===== config.mk =====
export PLATFORM = sky130hd
export DESIGN_NAME = telemetry_frame_formatter
export DESIGN_NICKNAME = d
export VERILOG_FILES = /design/src/core/tff_pkg.sv /design/src/core/tff_fifo.sv /design/src/core/telemetry_frame_formatter.sv
export SDC_FILE = /design/constraint.sdc
export NUM_CORES = 1
export LEC_CHECK = 0
export BUFFER_PORTS_ARGS = -buffer_cell sky130_fd_sc_hd__buf_2
export CORE_ASPECT_RATIO = 1.4
export CORE_MARGIN = 3
export CORE_UTILIZATION = 30
export CTS_BUF_LIST = sky130_fd_sc_hd__clkbuf_8
export CTS_CLUSTER_DIAMETER = 200
export DETAILED_ROUTE_END_ITERATION = 8
export SYNTH_ARGS = -nofsm -noshare
export SYNTH_HDL_FRONTEND = slang
export SYNTH_SLANG_ARGS = --single-unit
export TNS_END_PERCENT = 20

===== constraint.sdc =====
create_clock -name mclk -period 3.4 [get_ports mclk]
set_input_delay 0.17 -clock mclk [delete_from_list [all_inputs] [get_ports mclk]]
set_output_delay 0.17 -clock mclk [all_outputs]
set_load 0.01 [all_outputs]

===== src/core/tff_pkg.sv =====
// Constants and types shared by the telemetry frame formatter.
package tff_pkg;
    localparam int WORD_W = 12;
    localparam int BYTE_W = 8;
    localparam int SLOT_W = 5;
    localparam int FRAME_WORDS = 32;
    localparam int FIFO_DEPTH = 4;
    localparam logic [SLOT_W-1:0] FIRST_SLOT = 5'h02;
    localparam logic [SLOT_W-1:0] LAST_SLOT = 5'h1F;
    localparam logic [SLOT_W-1:0] SLOT_X = 5'h03;
    localparam logic [SLOT_W-1:0] SLOT_Y = 5'h04;
    localparam logic [SLOT_W-1:0] SLOT_EXPO = 5'h1C;
    localparam logic [SLOT_W-1:0] SLOT_TYPE = 5'h1F;
    localparam logic [1:0] PIXEL_PHASE = 2'h2;
    localparam logic [WORD_W-1:0] WORD_ZERO = 12'h000;
    localparam logic [BYTE_W-1:0] TYPE_EMPTY = 8'h00;
    localparam logic [BYTE_W-1:0] TYPE_NOPIX = 8'h01;
    localparam logic [BYTE_W-1:0] TYPE_PIX = 8'h02;
    localparam real MHZ = 250.0;
    localparam real FIRST_LOAD_US = 63.0;
    localparam int FIRST_LOAD_CYC = int'($floor(FIRST_LOAD_US * MHZ));
    typedef enum logic [1:0] {
        TFF_SRC_ZERO,
        TFF_SRC_PIXEL,
        TFF_SRC_EXP,
        TFF_SRC_INT
    } tff_src_t;
    typedef enum {
        TFF_EMPTY,
        TFF_NOPIX,
        TFF_PIX
    } tff_ftype_t;
endpackage


===== src/core/tff_fifo.sv =====
// Small valid/ready FIFO with parameterised width and depth.
`timescale 1ns/1ps
`default_nettype none
module tff_fifo #(
    parameter int WIDTH = 12,
    parameter int DEPTH = 4
) (
    input wire logic mclk,
    input wire logic sys_rst,
    input wire logic inValid,
    output logic inReady,
    input wire logic [WIDTH-1:0] inData,
    output logic outValid,
    input wire logic outReady,
    output logic [WIDTH-1:0] outData
);
    localparam int AW = $clog2(DEPTH);
    logic [WIDTH-1:0] mem [DEPTH];
    logic [AW-1:0] wrPtr_reg;
    logic [AW-1:0] rdPtr_reg;
    logic [AW:0] count_reg;
    logic doWr;
    logic doRd;
    assign inReady = (count_reg != (AW+1)'(DEPTH));
    assign outValid = (count_reg != '0);
    assign outData = mem[rdPtr_reg];
    assign doWr = inValid && inReady;
    assign doRd = outValid && outReady;
    always_ff @(posedge mclk) begin
        if (doWr) begin
            mem[wrPtr_reg] <= inData;
        end
    end
    always_ff @(posedge mclk) begin
        if (sys_rst) begin
            wrPtr_reg <= '0;
            rdPtr_reg <= '0;
            count_reg <= '0;
        end else begin
            if (doWr) begin
                wrPtr_reg <= (wrPtr_reg == AW'(DEPTH-1)) ? '0 : wrPtr_reg + 1'b1;
            end
            if (doRd) begin
                rdPtr_reg <= (rdPtr_reg == AW'(DEPTH-1)) ? '0 : rdPtr_reg + 1'b1;
            end
            count_reg <= count_reg + (AW+1)'(doWr) - (AW+1)'(doRd);
        end
    end
endmodule
`default_nettype wire


===== src/core/telemetry_frame_formatter.sv =====
// Telemetry frame formatter: builds words 2..31 of each frame.
// Behaviour
// Telemetry supplies words 0 and 1; formatter sources word 2 onward.
// Word 2 sits in the holding register within 63.0 us of frame start.
// Frame starts on rising level of frame_start_sync.
// Frame start realigns word position, discarding prior position state.
// A rising word_strobe marks a word period start, then next word loads.
// Each word period finishes loading the next frame word.
// A running slot counter tracks position within the frame.
// Each word byte comes from pixel bus, experiment bus or internal value.
// A programmable per-slot schedule selects each slot's source.
// Every sequencer write goes to the holding register.
// Pixel bytes in slots 2,6,...,30, low eight bits, upper four zero.
// Slots with no assigned content are all zeros.
// Slot 3 X, 4 Y, 28 exposure/filter, 31 frame type, low byte each.
// Holding register drives output bus on word_strobe leading edge; here it enters the FIFO then unless full, and reaches telemetryBus when popped.
// Status lines pick empty, picture-no-pixels or picture-with-pixels.
// Empty frames fill only slots 28 and 31.
// A frame has 32 twelve-bit words.
`timescale 1ns/1ps
`default_nettype none
module telemetry_frame_formatter
    import tff_pkg::*;
(
    input wire logic mclk,
    input wire logic sys_rst,
    input wire logic frame_start_sync,
    input wire logic word_strobe,
    input wire logic converter_enable,
    input wire logic pixel_window_active,
    input wire logic [BYTE_W-1:0] pixelBus,
    input wire logic [BYTE_W-1:0] experimentBus,
    input wire logic [BYTE_W-1:0] pixelX,
    input wire logic [BYTE_W-1:0] pixelY,
    input wire logic schedWe,
    input wire logic [SLOT_W-1:0] schedAddr,
    input wire logic [1:0] schedSrc,
    input wire logic [BYTE_W-1:0] internalByte,
    output logic pixelRead,
    output logic [WORD_W-1:0] telemetryBus,
    output logic telemetryValid,
    input wire logic telemetryReady,
    output logic [SLOT_W-1:0] slotPos
);
    logic fssPrev_reg;
    logic wsPrev_reg;
    logic frameStart;
    logic wordStart;
    logic [SLOT_W-1:0] slot_reg;
    logic [SLOT_W-1:0] slot_next;
    logic inFrame_reg;
    logic [WORD_W-1:0] hold_reg;
    logic [WORD_W-1:0] hold_next;
    logic holdLoad;
    tff_ftype_t ftype_reg;
    tff_ftype_t ftype_next;
    tff_src_t sched_reg [FRAME_WORDS];
    tff_src_t src;
    logic [BYTE_W-1:0] intReg_reg;
    logic fifoReady;
    logic [WORD_W-1:0] fifoOut;
    logic [BYTE_W-1:0] typeByte;
    logic loaded_reg;
    int loadWait_reg;
    logic pushWord;
    logic [SLOT_W:0] pushCount_reg;

    assign frameStart = frame_start_sync && !fssPrev_reg;
    assign wordStart = word_strobe && !wsPrev_reg;
    assign slotPos = slot_reg;

    always_ff @(posedge mclk) begin
        if (sys_rst) begin
            fssPrev_reg <= 1'b0;
            wsPrev_reg <= 1'b0;
        end else begin
            fssPrev_reg <= frame_start_sync;
            wsPrev_reg <= word_strobe;
        end
    end

    // The slot held in the register is the one to be sent at the next strobe.
    always_comb begin
        slot_next = slot_reg;
        if (frameStart) begin
            slot_next = FIRST_SLOT;
        end else if (wordStart && inFrame_reg && slot_reg != LAST_SLOT) begin
            slot_next = slot_reg + 1'b1;
        end
    end

    always_ff @(posedge mclk) begin
        if (sys_rst) begin
            slot_reg <= FIRST_SLOT;
            inFrame_reg <= 1'b0;
        end else begin
            slot_reg <= slot_next;
            if (frameStart) begin
                inFrame_reg <= 1'b1;
            end else if (wordStart && slot_reg == LAST_SLOT) begin
                inFrame_reg <= 1'b0;
            end
        end
    end

    always_comb begin
        ftype_next = TFF_EMPTY;
        case ({converter_enable, pixel_window_active})
            2'b10: ftype_next = TFF_NOPIX;
            2'b11: ftype_next = TFF_PIX;
            default: ftype_next = TFF_EMPTY;
        endcase
    end

    always_ff @(posedge mclk) begin
        if (sys_rst) begin
            ftype_reg <= TFF_EMPTY;
        end else if (frameStart) begin
            ftype_reg <= ftype_next;
        end
    end

    // Default schedule matches the fixed layout; software may rewrite any slot.
    generate
        for (genvar i = 0; i < FRAME_WORDS; i++) begin : g_sched
            localparam logic [SLOT_W-1:0] SI = SLOT_W'(i);
            always_ff @(posedge mclk) begin
                if (sys_rst) begin
                    if (SI >= FIRST_SLOT && SI[1:0] == PIXEL_PHASE) begin
                        sched_reg[i] <= TFF_SRC_PIXEL;
                    end else if (SI == SLOT_EXPO) begin
                        sched_reg[i] <= TFF_SRC_EXP;
                    end else if (SI == SLOT_X || SI == SLOT_Y || SI == SLOT_TYPE) begin
                        sched_reg[i] <= TFF_SRC_INT;
                    end else begin
                        sched_reg[i] <= TFF_SRC_ZERO;
                    end
                end else if (schedWe && schedAddr == SI) begin
                    sched_reg[i] <= tff_src_t'(schedSrc);
                end
            end
        end
    endgenerate

    always_ff @(posedge mclk) begin
        if (sys_rst) begin
            intReg_reg <= '0;
        end else begin
            intReg_reg <= internalByte;
        end
    end

    always_comb begin
        case (ftype_reg)
            TFF_NOPIX: typeByte = TYPE_NOPIX;
            TFF_PIX: typeByte = TYPE_PIX;
            default: typeByte = TYPE_EMPTY;
        endcase
    end

    // Source selection for the slot now pending.
    assign src = sched_reg[slot_reg];

    always_comb begin
        hold_next = WORD_ZERO;
        if (ftype_reg == TFF_EMPTY && slot_reg != SLOT_EXPO && slot_reg != SLOT_TYPE) begin
            hold_next = WORD_ZERO;
        end else if (slot_reg == SLOT_X && src == TFF_SRC_INT) begin
            hold_next = {4'h0, pixelX};
        end else if (slot_reg == SLOT_Y && src == TFF_SRC_INT) begin
            hold_next = {4'h0, pixelY};
        end else if (slot_reg == SLOT_TYPE && src == TFF_SRC_INT) begin
            hold_next = {4'h0, typeByte};
        end else begin
            case (src)
                TFF_SRC_PIXEL: begin
                    if (ftype_reg == TFF_PIX) begin
                        hold_next = {4'h0, pixelBus};
                    end
                end
                TFF_SRC_EXP: hold_next = {4'h0, experimentBus};
                TFF_SRC_INT: hold_next = {4'h0, intReg_reg};
                default: hold_next = WORD_ZERO;
            endcase
        end
    end

    // Reload one cycle after each slot change, well inside the word period.
    always_ff @(posedge mclk) begin
        if (sys_rst) begin
            loaded_reg <= 1'b0;
        end else if (frameStart || wordStart) begin
            loaded_reg <= 1'b0;
        end else if (inFrame_reg) begin
            loaded_reg <= 1'b1;
        end
    end
    assign holdLoad = inFrame_reg && !loaded_reg && !frameStart && !wordStart;

    always_ff @(posedge mclk) begin
        if (sys_rst) begin
            hold_reg <= WORD_ZERO;
        end else if (holdLoad) begin
            hold_reg <= hold_next;
        end
    end

    always_ff @(posedge mclk) begin
        if (sys_rst) begin
            pixelRead <= 1'b0;
        end else begin
            pixelRead <= holdLoad && src == TFF_SRC_PIXEL && ftype_reg == TFF_PIX;
        end
    end

    assign pushWord = wordStart && inFrame_reg && loaded_reg;

    // Word leaves on the strobe edge; the FIFO absorbs up to FIFO_DEPTH words of encoder back-pressure, later words are dropped.
    tff_fifo #(.WIDTH(WORD_W), .DEPTH(FIFO_DEPTH)) u_fifo (
        .mclk(mclk),
        .sys_rst(sys_rst),
        .inValid(pushWord),
        .inReady(fifoReady),
        .inData(hold_reg),
        .outValid(telemetryValid),
        .outReady(telemetryReady),
        .outData(fifoOut)
    );

    always_ff @(posedge mclk) begin
        if (sys_rst) begin
            telemetryBus <= WORD_ZERO;
        end else if (telemetryValid && telemetryReady) begin
            telemetryBus <= fifoOut;
        end
    end

    always_ff @(posedge mclk) begin
        if (sys_rst || frameStart) begin
            loadWait_reg <= 0;
        end else if (inFrame_reg && slot_reg == FIRST_SLOT && !loaded_reg) begin
            loadWait_reg <= loadWait_reg + 1;
        end
    end

    firstLoad_a: assert property (@(posedge mclk) disable iff (sys_rst)
        loadWait_reg <= FIRST_LOAD_CYC)
        else $error("third word not loaded in time");
    realign_a: assert property (@(posedge mclk) disable iff (sys_rst)
        frameStart |=> slot_reg == FIRST_SLOT && inFrame_reg)
        else $error("frame start did not realign slot");
    slotStep_a: assert property (@(posedge mclk) disable iff (sys_rst)
        wordStart && !frameStart && inFrame_reg && slot_reg != LAST_SLOT
        |=> slot_reg == $past(slot_reg) + 5'h01)
        else $error("slot counter did not advance");
    holdFill_a: assert property (@(posedge mclk) disable iff (sys_rst)
        wordStart && !frameStart && inFrame_reg && slot_reg != LAST_SLOT
        |=> ##1 loaded_reg)
        else $error("holding register not reloaded");
    upperZero_a: assert property (@(posedge mclk) disable iff (sys_rst)
        hold_reg[WORD_W-1:BYTE_W] == 4'h0)
        else $error("upper bits of word not zero");
    emptyZero_a: assert property (@(posedge mclk) disable iff (sys_rst)
        holdLoad && ftype_reg == TFF_EMPTY && slot_reg != SLOT_EXPO
        && slot_reg != SLOT_TYPE |=> hold_reg == WORD_ZERO)
        else $error("empty frame word not zero");
    typeWord_a: assert property (@(posedge mclk) disable iff (sys_rst)
        holdLoad && slot_reg == SLOT_TYPE && src == TFF_SRC_INT
        |=> hold_reg == {4'h0, typeByte})
        else $error("frame type word wrong");
    zeroSlot_a: assert property (@(posedge mclk) disable iff (sys_rst)
        holdLoad && src == TFF_SRC_ZERO |=> hold_reg == WORD_ZERO)
        else $error("unassigned slot not zero");
    pushOnEdge_a: assert property (@(posedge mclk) disable iff (sys_rst)
        wordStart && inFrame_reg && loaded_reg && fifoReady
        |=> telemetryValid)
        else $error("word not pushed on strobe");

    // Words pushed since the last frame start, for the frame length check.
    always_ff @(posedge mclk) begin
        if (sys_rst || frameStart) begin
            pushCount_reg <= '0;
        end else if (pushWord) begin
            pushCount_reg <= pushCount_reg + 1'b1;
        end
    end
    pixType_a: assert property (@(posedge mclk) disable iff (sys_rst)
        frameStart && converter_enable && pixel_window_active |=> ftype_reg == TFF_PIX)
        else $error("picture frame type not selected");
    emptyType_a: assert property (@(posedge mclk) disable iff (sys_rst)
        frameStart && !converter_enable |=> ftype_reg == TFF_EMPTY)
        else $error("empty frame type not selected");
    xWord_a: assert property (@(posedge mclk) disable iff (sys_rst)
        holdLoad && ftype_reg != TFF_EMPTY && slot_reg == SLOT_X && src == TFF_SRC_INT
        |=> hold_reg == {4'h0, $past(pixelX)})
        else $error("pixel address word wrong");
    pixelWord_a: assert property (@(posedge mclk) disable iff (sys_rst)
        holdLoad && ftype_reg == TFF_PIX && src == TFF_SRC_PIXEL
        |=> hold_reg == {4'h0, $past(pixelBus)} && pixelRead)
        else $error("pixel word or read pulse wrong");
    busUpdate_a: assert property (@(posedge mclk) disable iff (sys_rst)
        telemetryValid && telemetryReady |=> telemetryBus == $past(fifoOut))
        else $error("telemetry bus not updated on pop");
    idleHold_a: assert property (@(posedge mclk) disable iff (sys_rst)
        !inFrame_reg && !frameStart |=> slot_reg == $past(slot_reg))
        else $error("slot moved outside a frame");
    frameLength_a: assert property (@(posedge mclk) disable iff (sys_rst)
        pushCount_reg <= (SLOT_W+1)'(FRAME_WORDS) - (SLOT_W+1)'(FIRST_SLOT))
        else $error("too many words in one frame");
endmodule
`default_nettype wire


==> flow_metrics.tcl <==
set metrics [dict create \
    status "finished clean" \
    fillCellCount 2133 \
    coreArea_sq_um 21500 \
    endpoint_kind "flip-flop" \
    start_util_pct 31.0 \
    clock_skew_ns 0.0148 \
    num_vias 4592 \
    met3_usage_pct 3.14 \
    r2r_end "hold_reg[0]" \
    postRouteAntennaNets 0 \
    diodes 0 \
    clk_latency_ns 0.45 \
    slew_headroom_pct 44.5 \
    setup_viol 0 \
    syn_to_final_growth_pct 15.9 \
    via_per_inst 4.79 \
    rsz0062_at_grt "false" \
    crit_path_max_fanout 28 \
    first_pass_iters 5 \
    drv_slew 0 \
    clkTransAtPathRegs_ns 0.09 \
    grt_pass1_vias 4636 \
    max_cap_viol_count 0 \
    ir_worst_vdd_mv 0.256 \
    ys_seq_area_share_pct 57.7 \
    post_cts_buffers 0 \
    hp-start "converter_enable" \
    cts.sinks 144 \
    clock.fmax_mhz 351 \
    clock_path_buffers 2 \
    grt_antenna_before_repair 0 \
    syn_area_sq_um 6670 \
    critPathKind "flip-flop to flip-flop" \
    place_ws_ns 0.569 \
    avgSynthCellArea_sq_um 11.5 \
    worst_slack_ns 0.548 \
    ys_ff_latch 144 \
    yosysMostFrequentCell "edfxtp_1" \
    cts_tree "built" \
    dp_cells 913 \
    io_pins 74 \
    postSynthCellCount 580 \
    grt_use_met1_pct 15.7 \
    async_reset_ff_share_pct 0 \
    drt_iter0_markers 195 \
    r2r_slack_ns 0.55 \
    power.density_nw_per_um2 492 \
    die_h_um 182 \
    tightest_slew_ns 0.833 \
    routed_wl_um 15500 \
    overflow 0 \
    leakage_nw 2.97 \
    yosys_warnings 0 \
    hold_path_end "ftype_reg[1]" \
    numCtsBuffers 17 \
    drive_gt1_share_pct 18.3 \
    synth_cell_type_count 48 \
    fin_cells 958 \
    timing.final.crit_share_pct 83.9 \
    regArea_sq_um 3840 \
    cp-start-kind "flip-flop" \
    ctsResizeCount 0 \
    multi_input_area_sq_um 2590 \
    critPathArrivalTime_ns 3.21 \
    dp_hpwl_um 11100 \
    port_buffers 69 \
    htreeDepth 4 \
    synth_top_area_share_pct 43.2 \
    cts_root_buffer "clkbuf_8" \
    synthFlopType "edfxtp_1" \
    holdCritPathClass "primary input to flip-flop" \
    synthTopCellsByCount "edfxtp_1 (96), nor2_1 (84), nand2_1 (58)" \
    dieArea_sq_um 24100 \
    gp_congestion 0.783 \
    required_ns 3.76 \
    grt_pass1_wl_um 24900 \
    whs_path_depth 3 \
    grt_max_degree 42 \
    use_met2_pct 23.1 \
    layout.nets 719 \
    largest_reg_flops 64 \
    avgRoutedWirePerCell_um 16.1 \
    post-route-drc-count 0 \
    synth_edf_count 96 \
    rows 63 \
    track_usage_pct 13.2 \
    busiest_layer "met2" \
    hold_viol 0 \
    rr_worst_depth 9 \
    fin_tns_setup_ns 0 \
    holdBufCountCts 13 \
    die_x_um 132 \
    synth_area_leaders "edfxtp_1 (43%), dfxtp_1 (14%), mux2i_1 (6.5%), nor2_1 (4.7%), nand2_1 (3.3%)" \
    yosysTopAreaCell "edfxtp_1" \
    period_needed_ns 2.85 \
]
## power breakdown
part | switching (W) | leakage (nW) | internal [W]
Combinational | 0.000285 | 1.49 | 0.000225
Sequential | 0.0000786 | 1.30 | 0.00196
Clock | 0.000722 | 0.176 | 0.000525
## logic make-up (layout without fill, tap and decap cells)
logic type	after synthesis	in the layout	share of synthesized area (%)
buffers and inverters	50	133	3.68
adders and majority gates	11	11	2.18
AOI/OAI and AO/OA	100	100	10.9
muxes	51	51	9.16
DFF	144	144	57.7
other	1	4	0.0563
xor gates and xnor gates	5	5	0.657
and+or+nand+nor	218	218	15.7
## placed cells by master (no fill, tap or decap), types with 6 or more instances in the layout
| cell type | synthesis | routed |
|---|---|---|
| and2_1 | 6 | 6 |
| clkbuf_8 | 0 | 17 |
| nor2b_1 | 22 | 22 |
| mux2i_1 | 43 | 43 |
| nand2_1 | 58 | 58 |
| edfxtp_1 | 96 | 96 |
| nand3_1 | 10 | 10 |
| inv_6 | 0 | 6 |
| o21bai_1 | 29 | 29 |
| a21oi_1 | 15 | 15 |
| nor2_1 | 84 | 84 |
| a22oi_1 | 17 | 17 |
| nor4_1 | 8 | 8 |
| dfxtp_1 | 48 | 47 |
| ha_1 | 10 | 10 |
| mux4_2 | 8 | 8 |
| dlygate4sd3_1 | 0 | 13 |
| a21o_1 | 7 | 7 |
| buf_2 | 0 | 69 |
| inv_1 | 16 | 16 |
| nand4_1 | 6 | 6 |
| o21ai_0 | 9 | 9 |
| o2bb2ai_1 | 7 | 7 |
| a22o_1 | 7 | 7 |
## final cells by class
cell class                      instances  area share [%]
Clock inverter                         15            1.64
Timing Repair Buffer                   84            6.51
Tap cell                              292            4.73
Sequential cell                       144            49.8
Inverter                               17           0.826
Clock buffer                           17            3.03
Multi-Input combinational cell        389            33.5
## per-layer routing
metal,vias up,wire (um)
li1,2234,-
met1,2210,6460
met2,117,7900
met3,31,646
met4,0,459
met5,-,0
## critical path: stages, from the launching register on
cell and delay (ns):
dfxtp_2 0.43, buf_12 0.25, mux2i_1 0.29, a22oi_1 0.14, nand4b_1 0.15, o31ai_2 0.10, nor2_4 0.46, nor4b_4 0.54
a2bb2oi_1 0.16, o31ai_1 0.23
## how the worst max path moves through the flow
| stage | start | end | slack [ns] |
|---|---|---|---|
| 5_1_grt | u_fifo.count_reg[1] | u_fifo.count_reg[2] | 0.32 |
| 3_5_place_dp | u_fifo.count_reg[1] | u_fifo.count_reg[2] | 0.57 |
| 6_report | flip-flop | hold_reg[0] | 0.55 |
| 3_3_place_gp | flip-flop | hold_reg[0] | 0.62 |
| 2_1_floorplan | u_fifo.count_reg[1] | u_fifo.count_reg[2] | 0.95 |
| 4_1_cts | flip-flop | hold_reg[0] | 0.53 |
## per-stage QoR
stage	total power (W)	hold WS [ns]	util [%]	cell area, sq um
2_1_floorplan	0.00242	0.298	-	6680
3_3_place_gp	0.00259	0.379	33.6	7240
3_5_place_dp	0.00259	0.384	33.6	7240
4_1_cts	0.00383	0.00637	35.9	7730
5_1_grt	0.00399	0.000922	35.9	7730
6_report	0.00380	0.0291	35.9	7730
(Power assumes the default switching activity.)
